**config.mk**
```make
export PLATFORM = sky130hd
export DESIGN_NAME = gps_port
export DESIGN_NICKNAME = d
export VERILOG_FILES = /design/src/verilog/gps_pkg.sv /design/src/verilog/gps_pin_cell.sv /design/src/verilog/gps_port.sv
export VERILOG_INCLUDE_DIRS = /design/src /design/src/verilog
export SDC_FILE = /design/constraint.sdc
export NUM_CORES = 1
export LEC_CHECK = 0
export BUFFER_PORTS_ARGS = -buffer_cell sky130_fd_sc_hd__buf_2
export CAP_MARGIN = 0
export CORE_MARGIN = 2
export CORE_UTILIZATION = 49
export DETAILED_ROUTE_END_ITERATION = 12
export PLACE_DENSITY_LB_ADDON = 0.25
export SLEW_MARGIN = 20
export SYNTH_ARGS = -nofsm -noshare
export SYNTH_HDL_FRONTEND = slang
export SYNTH_SLANG_ARGS = --single-unit
```
**constraint.sdc**
```tcl
create_clock -name clk_i -period 4.6 [get_ports clk_i]
set_input_delay 1.38 -clock clk_i [delete_from_list [all_inputs] [get_ports clk_i]]
set_output_delay 1.38 -clock clk_i [all_outputs]
set_load 0.01 [all_outputs]
```
**src/verilog/gps_regs.svh**
```systemverilog
/*
 * Register selectors, field positions, reset values and pin maps of the
 * I/O port block with pin steering.
 * Assumes: included by the package and the design files by bare name.
 */
`ifndef GPS_REGS_SVH
`define GPS_REGS_SVH

// Sizes
`define GPS_PORT_W      8
`define GPS_NPORTS      3
`define GPS_NPINS       24
`define GPS_NFUNC       9
`define GPS_PORT_IDX_W  2
`define GPS_PIN_IDX_W   5

// Register selectors on the write port
`define GPS_SEL_DIR     3'h0
`define GPS_SEL_LEVEL   3'h1
`define GPS_SEL_LATCH   3'h2
`define GPS_SEL_ANALOG  3'h3
`define GPS_SEL_STEER   3'h4

// Steering control bit positions
`define GPS_STEER_RX    7
`define GPS_STEER_SDO   6
`define GPS_STEER_SS    5
`define GPS_STEER_SDA   4
`define GPS_STEER_TX    2
`define GPS_STEER_GRDB  1
`define GPS_STEER_GRDA  0
`define GPS_STEER_MASK  8'hf7

// Reset values
`define GPS_RST_DIR     24'hffffff
`define GPS_RST_LATCH   24'h000000
`define GPS_RST_ANALOG  24'h000000
`define GPS_RST_STEER   8'h00

// Function pin pairs: select bit clear picks the primary pin
`define GPS_RX_PRI      5'h0d
`define GPS_RX_ALT      5'h05
`define GPS_TX_PRI      5'h0e
`define GPS_TX_ALT      5'h04
`define GPS_SDO_PRI     5'h11
`define GPS_SDO_ALT     5'h01
`define GPS_SS_PRI      5'h12
`define GPS_SS_ALT      5'h03
`define GPS_SDA_PRI     5'h10
`define GPS_SDA_ALT     5'h02
`define GPS_G1A_PRI     5'h15
`define GPS_G1A_ALT     5'h06
`define GPS_G1B_PRI     5'h16
`define GPS_G1B_ALT     5'h07
`define GPS_G2A_PRI     5'h17
`define GPS_G2A_ALT     5'h08
`define GPS_G2B_PRI     5'h14
`define GPS_G2B_ALT     5'h09

`endif

```
**src/verilog/gps_pkg.sv**
```systemverilog
/*
 * Types of the I/O port block.
 * Assumes: gps_regs.svh on the include path.
 */
`include "gps_regs.svh"

package gps_pkg;

	// Whole register state of the port block
	typedef struct packed {
		logic [`GPS_NPINS-1:0] dir;
		logic [`GPS_NPINS-1:0] latch;
		logic [`GPS_NPINS-1:0] analog;
		logic [7:0]            steer;
		logic [`GPS_NPINS-1:0] level;
		logic [`GPS_NFUNC-1:0] fin;
	} gps_state_t;

endpackage

```
**src/verilog/gps_pin_cell.sv**
```systemverilog
/*
 * One pin's output driver choice between port latch and peripheral.
 * Assumes: override inputs already resolved by the steering logic.
 */
`timescale 1ns/1ns

module gps_pin_cell (
	input  wire logic dir_i,
	input  wire logic latch_i,
	input  wire logic ovr_en_i,
	input  wire logic ovr_out_i,
	input  wire logic ovr_oe_i,
	output logic      pin_o,
	output logic      pin_oe_o
);

	// Peripheral owns level and direction when it claims the pin
	always_comb begin
		if (ovr_en_i) begin
			pin_o    = ovr_out_i;
			pin_oe_o = ovr_oe_i;
		end else begin
			pin_o    = latch_i;
			pin_oe_o = ~dir_i;
		end
	end

endmodule // gps_pin_cell

```
**src/verilog/gps_port.sv**
```systemverilog
/*
 * Three 8-bit general purpose I/O ports with direction, output latch,
 * pin readback, analog input disable and peripheral pin steering.
 *
 * Pin numbering: port 0 owns pins 0-7, port 1 pins 8-15, port 2 pins 16-23.
 * Steerable functions, their steering bit and their pin pair
 * (select bit clear / select bit set):
 *   receive or sync data     bit 7   pin 13 / pin 5
 *   transmit or sync clock   bit 2   pin 14 / pin 4
 *   serial data out          bit 6   pin 17 / pin 1
 *   slave select             bit 5   pin 18 / pin 3
 *   i2c data                 bit 4   pin 16 / pin 2
 *   converter 1 guard A      bit 0   pin 21 / pin 6
 *   converter 1 guard B      bit 1   pin 22 / pin 7
 *   converter 2 guard A      bit 0   pin 23 / pin 8
 *   converter 2 guard B      bit 1   pin 20 / pin 9
 * One guard bit moves both converters' drives of that letter together.
 *
 * Timing:
 *   register readbacks show a write one cycle after its strobe;
 *   pin levels and peripheral inputs lag the pins by one cycle;
 *   pin drive and drive enable follow the peripheral inputs in the same
 *   cycle, because the output path holds no flop;
 *   a steering change moves the overrides one cycle after its write.
 *
 * Limitations:
 *   port index 3 is out of range and its direction, latch and analog writes are dropped;
 *   selector codes above the steering code are ignored;
 *   weak pull-ups are not modelled;
 *   two functions on one pin leave the lower function index in charge,
 *   though the present pin map shares no pin between functions.
 *
 * Assumes: pins and peripheral signals synchronous to clk_i; software
 * writes arrive as one-cycle strobes with a selector and a port index;
 * gps_regs.svh on the include path.
 */
`timescale 1ns/1ns

`include "gps_regs.svh"

module gps_port
	import gps_pkg::*;
(
	input  wire logic                        clk_i,
	input  wire logic                        reset_i,
	input  wire logic                        wr_i,
	input  wire logic [2:0]                  wr_sel_i,
	input  wire logic [`GPS_PORT_IDX_W-1:0]  wr_port_i,
	input  wire logic [`GPS_PORT_W-1:0]      wr_data_i,
	output logic      [`GPS_NPINS-1:0]       pin_direction_o,
	output logic      [`GPS_NPINS-1:0]       output_latch_o,
	output logic      [`GPS_NPINS-1:0]       pin_level_o,
	output logic      [`GPS_NPINS-1:0]       analog_select_o,
	output logic      [7:0]                  pin_steering_control_o,
	input  wire logic [`GPS_NFUNC-1:0]       periph_en_i,
	input  wire logic [`GPS_NFUNC-1:0]       periph_out_i,
	input  wire logic [`GPS_NFUNC-1:0]       periph_oe_i,
	output logic      [`GPS_NFUNC-1:0]       periph_in_o,
	input  wire logic [`GPS_NPINS-1:0]       pin_i,
	output logic      [`GPS_NPINS-1:0]       pin_o,
	output logic      [`GPS_NPINS-1:0]       pin_oe_o
);

	// Whole register state and its next value
	gps_state_t state_r;
	gps_state_t state_nxt;

	// Chosen pin per function, then per-pin override view
	logic [`GPS_PIN_IDX_W-1:0] fpin     [`GPS_NFUNC];
	logic [`GPS_NPINS-1:0]     ovr_en;
	logic [`GPS_NPINS-1:0]     ovr_out;
	logic [`GPS_NPINS-1:0]     ovr_oe;
	logic [`GPS_NPINS-1:0]     buf_in;

	// Steering: function order rx, tx, sdo, ss, sda, g1a, g1b, g2a, g2b
	always_comb begin
		fpin[0] = state_r.steer[`GPS_STEER_RX]   ? `GPS_RX_ALT  : `GPS_RX_PRI;
		fpin[1] = state_r.steer[`GPS_STEER_TX]   ? `GPS_TX_ALT  : `GPS_TX_PRI;
		fpin[2] = state_r.steer[`GPS_STEER_SDO]  ? `GPS_SDO_ALT : `GPS_SDO_PRI;
		fpin[3] = state_r.steer[`GPS_STEER_SS]   ? `GPS_SS_ALT  : `GPS_SS_PRI;
		fpin[4] = state_r.steer[`GPS_STEER_SDA]  ? `GPS_SDA_ALT : `GPS_SDA_PRI;
		fpin[5] = state_r.steer[`GPS_STEER_GRDA] ? `GPS_G1A_ALT : `GPS_G1A_PRI;
		fpin[6] = state_r.steer[`GPS_STEER_GRDB] ? `GPS_G1B_ALT : `GPS_G1B_PRI;
		fpin[7] = state_r.steer[`GPS_STEER_GRDA] ? `GPS_G2A_ALT : `GPS_G2A_PRI;
		fpin[8] = state_r.steer[`GPS_STEER_GRDB] ? `GPS_G2B_ALT : `GPS_G2B_PRI;
	end

	// Override reaches only the chosen pin; lower function index wins a clash
	always_comb begin
		ovr_en  = '0;
		ovr_out = '0;
		ovr_oe  = '0;
		for (int f = `GPS_NFUNC - 1; f >= 0; f--) begin
			if (periph_en_i[f]) begin
				ovr_en[fpin[f]]  = 1'b1;
				ovr_out[fpin[f]] = periph_out_i[f];
				ovr_oe[fpin[f]]  = periph_oe_i[f];
			end
		end
	end

	// Digital input buffer, gated off by analog select
	// Gated before both the readback and the peripheral inputs, so an
	// analog pin never feeds a mid-level into the digital logic
	assign buf_in = pin_i & ~state_r.analog;

	// Software writes and pin sampling
	always_comb begin
		state_nxt       = state_r;
		state_nxt.level = buf_in;
		for (int f = 0; f < `GPS_NFUNC; f++) begin
			state_nxt.fin[f] = buf_in[fpin[f]];
		end
		if (wr_i) begin
			case (wr_sel_i)
				`GPS_SEL_DIR: begin
					state_nxt.dir[wr_port_i*`GPS_PORT_W +: `GPS_PORT_W] = wr_data_i;
				end
				`GPS_SEL_LEVEL, `GPS_SEL_LATCH: begin
					state_nxt.latch[wr_port_i*`GPS_PORT_W +: `GPS_PORT_W] = wr_data_i;
				end
				`GPS_SEL_ANALOG: begin
					state_nxt.analog[wr_port_i*`GPS_PORT_W +: `GPS_PORT_W] = wr_data_i;
				end
				`GPS_SEL_STEER: begin
					// Direction bits untouched here on purpose
					state_nxt.steer = wr_data_i & `GPS_STEER_MASK;
				end
				default: begin
					state_nxt.steer = state_r.steer;
				end
			endcase
		end
	end

	// State register
	always_ff @(posedge clk_i or posedge reset_i) begin
		if (reset_i) begin
			state_r.dir    <= `GPS_RST_DIR;
			state_r.latch  <= `GPS_RST_LATCH;
			state_r.analog <= `GPS_RST_ANALOG;
			state_r.steer  <= `GPS_RST_STEER;
			state_r.level  <= '0;
			state_r.fin    <= '0;
		end else begin
			state_r <= state_nxt;
		end
	end

	// Per-pin drivers
	// Output path left combinational: a peripheral's level reaches its pin
	// in the same cycle, at the cost of no glitch filtering here
	for (genvar p = 0; p < `GPS_NPINS; p++) begin : g_pin
		gps_pin_cell u_cell (
			.dir_i     (state_r.dir[p]),
			.latch_i   (state_r.latch[p]),
			.ovr_en_i  (ovr_en[p]),
			.ovr_out_i (ovr_out[p]),
			.ovr_oe_i  (ovr_oe[p]),
			.pin_o     (pin_o[p]),
			.pin_oe_o  (pin_oe_o[p])
		);
	end

	// Readback straight from flops
	assign pin_direction_o        = state_r.dir;
	assign output_latch_o         = state_r.latch;
	assign pin_level_o            = state_r.level;
	assign analog_select_o        = state_r.analog;
	assign pin_steering_control_o = state_r.steer;
	assign periph_in_o            = state_r.fin;

endmodule // gps_port

```
Yosys cells after proc, flatten, opt, wreduce, memory -nomap -nowiden
Cells that the tools add are included.

Word-level logic and storage cells: 221. Bits of input ports: 67. Latch bits: 0. Bits in read-only memories: 0. Register bits: 112. Memory bits (writable): 0. Output and inout bits: 161. Memories: 0.

$mul: 0. Equality and inequality tests: 4. Bitwise logic cells: 36. Shifts and indexed selects: 2. $lt $le $gt $ge: 18. Add/sub/neg operators: 1. Reduce and logical (&&, ||, !) cells: 15. Divide/modulo/power cells: 0. Multiplexer cells: 139.

Operators by type and width (number): 24-bit 2-to-1 mux (27); 24-bit bitwise mux (19); 24-bit OR (8); 24-bit bitwise AND (3); 1-bit 2-to-1 mux (66); 1-bit binary-select mux with 5-bit select (9); 1-bit demux with 5-bit select (9); 5-bit by 6-bit < comparator with 1-bit output (second input constant) (7); 5-bit by 1-bit >= comparator with 1-bit output (second input constant) (7); 5-bit 2-to-1 mux (7); 5-bit negator with 34-bit output (1); 8-bit by 34-bit variable shift with 24-bit output (first input constant) (1); 8-bit by 34-bit indexed part select with 24-bit output (1); 1-bit NOT (24); 24-bit NOT (1); 4-bit by 6-bit < comparator with 1-bit output (second input constant) (2); 1-bit logical AND (9); 4-bit by 1-bit >= comparator with 1-bit output (second input constant) (2); 4-bit 2-to-1 mux (2); 2-bit AND reduction (4); 3-bit by 2-bit == test with 1-bit output (second input constant) (2); 3-bit by 1-bit == test with 1-bit output (second input constant) (1); 3-bit == test (second input constant) (1); 3-bit zero test (1); 2-bit OR reduction (1).

Logic depth before layout (Yosys ltp)
Depth in word-level cells: 24. Mapped depth: 5. Depth with buffers taken out: 5.

Cells and area by module
A second synthesis with hierarchy kept.

Cells, all modules: 417. Area, all modules: 5307.6 sq um.

Modules (own cells, without submodules): gps_port (times used 1, cells an instance 345, seq. area each 2832.7 sq um, area an instance 4737.0 sq um); gps_pin_cell (times used 24, cells an instance 3, seq. area each 0.0 sq um, area an instance 23.8 sq um).

Worst setup path after synthesis
Ideal clock, no wire load.

Kind: input to output. Start point: input periph_en_i[8]. End point: output pin_o[20]. Path slack: 1286 ps. Arrival time: 1934 ps. Data required time: 3220 ps. Path buffers: 1. Stages on the path: 3. Path through: nand2b_1 mux2_2 buf_4.

Cells in the longest elaborated chain, start to end: 18. Elaborated cells between the ends (all ways): 35. Those cells by class: mux: 27; bitwise: 8.

Ends and longest elaborated chain: from (decl) (RTL line gps_port.sv:55) `` input wire logic [`GPS_NFUNC-1:0] periph_en_i, ``; 24-bit 2-to-1 mux (RTL line gps_port.sv:94) `if (periph_en_i[f]) begin`; 24-bit bitwise mux / 24-bit OR (equally long branches); 24-bit 2-to-1 mux (RTL line gps_port.sv:94); 24-bit bitwise mux / 24-bit OR (equally long branches); 24-bit 2-to-1 mux (RTL line gps_port.sv:94); 24-bit bitwise mux / 24-bit OR (equally long branches); 24-bit 2-to-1 mux (RTL line gps_port.sv:94); 24-bit bitwise mux / 24-bit OR (equally long branches); [... 2 more ...]; 24-bit 2-to-1 mux (RTL line gps_port.sv:94); 24-bit bitwise mux / 24-bit OR (equally long branches); 24-bit 2-to-1 mux (RTL line gps_port.sv:94); 24-bit bitwise mux / 24-bit OR (equally long branches); 24-bit 2-to-1 mux (RTL line gps_port.sv:94); 24-bit bitwise mux / 24-bit OR (equally long branches); 24-bit 2-to-1 mux (RTL line gps_port.sv:94); 1-bit 2-to-1 mux (*) (RTL line gps_pin_cell.sv:19) `if (ovr_en_i) begin`; to (decl) (RTL line gps_port.sv:60) `` output logic [`GPS_NPINS-1:0] pin_o, ``.

Every way passes the cells marked *; elsewhere a longest branch is shown, timed or not.

Worst setup path after layout
Start point: input periph_en_i[6]. End point: output pin_o[22].

Cells in the longest elaborated chain, start to end: 14. Elaborated cells between the ends (all ways): 27. Those cells by class: mux: 21; bitwise: 6.

Ends and longest elaborated chain (RTL line): 24-bit 2-to-1 mux (gps_port.sv:94); 24-bit bitwise mux / 24-bit OR (equally long branches); 24-bit 2-to-1 mux (gps_port.sv:94); 24-bit bitwise mux / 24-bit OR (equally long branches); 24-bit 2-to-1 mux (gps_port.sv:94); 24-bit bitwise mux / 24-bit OR (equally long branches); 24-bit 2-to-1 mux (gps_port.sv:94); 24-bit bitwise mux / 24-bit OR (equally long branches); 24-bit 2-to-1 mux (gps_port.sv:94); 24-bit bitwise mux / 24-bit OR (equally long branches); 24-bit 2-to-1 mux (gps_port.sv:94); 24-bit bitwise mux / 24-bit OR (equally long branches); 24-bit 2-to-1 mux (gps_port.sv:94); 1-bit 2-to-1 mux (*) (gps_pin_cell.sv:19).

Marked as above.

==> impl_results.md <==
* Routability cong. at just over 0.8
* Critical path endpoint category: primary output
* Count of unique library cells instantiated by Yosys at 24
* Worst path arrival time at about 2.1 ns
* Post-CTS Setup Bufs at 0
* Worst-margin pin slew at 0.870 ns
* Number of global-route vias before repair at 3,792
* Remaining antenna violation count at 0
* Synth Area in XOR/XNOR at 0.157%
* Final hold violation count at 0
* Starting Density at between 50% and 60%
* Drt first-iter violations at between 100 and 150
* Synthesized area per cell at roughly 12 sq um
* H-tree levels at 3
* Post-synthesis compound-gate area fraction at 1.62%
* Leakage at 3.42 nW
* IO Port Bufs at around 230
* Grt ovf at 0
* Largest family of logic cells by synthesized area: multiplexers
* Design Area, Final at roughly 6500 sq um
* Dpl hpwl at 9750 microns
* Worst hold path class: reg -> reg
* Final setup fails at 0
* Max-slew violations at 0
* Share of layout cells above drive strength 1 at between 60% and 70%
* Fin worst setup slack at between 1 and 1.5 ns
* Clock Path Buffers at 2
* Die area at about 12,000 sq um
* Sequential area share after synthesis at about 50%
* Drt first pass iters at 4
* Syn Std Cell Area at roughly 5600 sq um
* Post-CTS sizing at 0
* Post-DP Area at 6190 sq um
* Slew margin rel. at 41.2%
* Clk_skew at roughly 0.0070 ns
* Worst slack, placed at between 1 and 1.5 ns
* Synth warn at 0
* Peak supply drop at about 0.00018 V
* Fin crit share at 75.6%
* Syn Inst Count at about 450
* Largest net degree at the start of global routing at approximately 80
* Max Fclk at ~290 MHz
* Sum Neg Setup Slack at 0 ns
* ANT cells at 0
* Syn Nets at 524
* RSZ-0062 raised after global routing: false
* #FFs+latches synth at about 110
* Clock slew at reported path FFs at ~0.070 ns
* Simple-gate share of the synthesized area at about 11%
* Min cycle time layout at 3.48 ns
* Routed WL at between 10,000 and 15,000 microns
* Via count at around 3.7k
* Nets at about 670
* DRC violations left at 0
* CTS Sinks at 112
* Total track usage at a little over a fifth
* Core area at roughly 11,000 sq um
* Post-synthesis mux area share at around a fifth
* Max-cap violations at 0
* Die Wd at approximately 110 microns
* Final Non-Filler Cells at 740
* # rows at 38
* Die H at ~110 microns
* Synth Area in Adders at less than 1%
* Startpoint types: input port
* CTS root buffer: clkbuf_16
* Power density cells at roughly 350 nW/um^2
* Via/cell ratio at around 5
* IO Pins at 228
* Status: finished clean
* Setup CP Type: in -> out
* Layout Area Growth over Synthesis at 16.4%
* Post-CTS Hold Buffers at 0
* Wire length per cell at 17.6 microns
* CTS tree: built
* First-pass GRT wire length at slightly above 20,000 microns
* Placed cells at 724
* Initial antenna violation count at 0
* Worst-path fanout max at 3
* TritonCTS Buffers at 9
* Req. time, crit path at roughly 3.2 ns
* Clock Latency Late Sink at ~0.34 ns
## sequential cells by signal, indices dropped and copies added, names as in the netlist
register and cells:
pin_steering_control_o 7, periph_in_o 9, output_latch_o 24, analog_select_o 24
pin_level_o 24, pin_direction_o 24
## critical path, stage by stage
cell      delay, ns
buf_2          0.11
nand2b_1       0.12
mux2_2         0.34
buf_2          0.14
## metal layers
metal | vias to the layer above | routed length [microns] | global-route usage [%]
li1 | 1711 | - | -
met1 | 1835 | 5550 | 27.8
met4 | 0 | 157 | 6.25
met2 | 134 | 6690 | 37.5
met3 | 12 | 605 | 3.28
met5 | - | 0 | 0
## layout make-up
class                           instances  area [sq um]
Fill cell                             926          4490
Sequential cell                       112          2830
Multi-Input combinational cell        233          1990
Timing Repair Buffer                  230          1160
Clock buffer                           11           243
Tap cell                              140           175
Clock inverter                          5          56.3
Inverter                                9          38.8
## Yosys cell counts
| master | instances | area [sq um] |
|---|---|---|
| mux2_2 | 105 | 1180 |
| buf_4 | 97 | 728 |
| dfrtp_1 | 88 | 2200 |
| nor2b_1 | 25 | 156 |
| dfstp_2 | 24 | 631 |
| and2_1 | 22 | 138 |
| a21oi_1 | 18 | 90.1 |
| nor2_1 | 18 | 67.6 |
| nand2_1 | 13 | 48.8 |
| inv_1 | 9 | 33.8 |
| nand2b_1 | 9 | 56.3 |
| ha_1 | 4 | 50.1 |
| nor2_2 | 4 | 25.0 |
| nor4bb_1 | 3 | 30.0 |
| and3_1 | 2 | 12.5 |
| buf_2 | 2 | 10.0 |
| nand3b_1 | 2 | 15.0 |
| nor3_4 | 2 | 32.5 |
| conb_1 | 1 | 3.75 |
| mux2_1 | 1 | 11.3 |
| nor4_4 | 1 | 21.3 |
| nor4b_1 | 1 | 8.76 |
| nor4b_2 | 1 | 15.0 |
| xnor2_1 | 1 | 8.76 |
## through the flow
step,hold slack (ns),total power (W),util [%]
final,0.444,0.00228,59.1
after global routing,0.468,0.00239,59.1
after CTS,0.452,0.00231,59.1
after detailed placement,0.440,0.00152,56.4
after global placement,0.433,0.00151,56.4
after floorplan,0.481,0.00141,-
## layout by cell type, fill, tap and decap left out, types with 2 or more instances in the layout
master and instances:
nor3_4 2, nor4bb_2 2, ha_1 4, buf_4 4
dfstp_2 24, dfrtp_1 88, nor2b_1 25, and3_1 2
and2_1 22, inv_1 8, nor2_1 18, buf_2 226
nand2_1 13, nor2_2 4, nand2b_1 9, a21oi_1 18
mux2_2 105, clkinv_2 2, nand3b_1 2, clkbuf_16 9
## path summary, 6_finish.rpt
kind	from	to	slack (ns)	cells past startpoint
worst max-delay path	periph_en_i[6]	pin_o[22]	1.12	4
max in group asynchronous	reset_i	pin_direction_o[22]	2.63	3
min in group asynchronous	reset_i	pin_level_o[15]	1.15	2
worst max register to register	pin_steering_control_o[0]	periph_in_o[5]	3.53	1
worst min register to register	analog_select_o[19]	pin_level_o[19]	0.44	1
worst min-delay path	analog_select_o[19]	pin_level_o[19]	0.44	1
## cells by family (layout without fill, tap and decap cells)
logic type                 count (synthesis)  after routing
muxes                                    106            106
DFF                                      112            112
other                                      1              1
and+or+nand+nor                          103            103
AOI/OAI and AO/OA                         18             18
xor gates and xnor gates                   1              1
adders and majority gates                  4              4
buffers and inverters                    108            255
## report_power, final
part	internal, W	total, W	switching [W]	leakage [nW]
Clock	0.000437	0.000784	0.000347	0.145
Combinational	0.000189	0.000389	0.000200	1.89
Sequential	0.00106	0.00111	0.0000549	1.38
Total	0.00168	0.00228	0.000602	3.42
(Power assumes the default switching activity.)
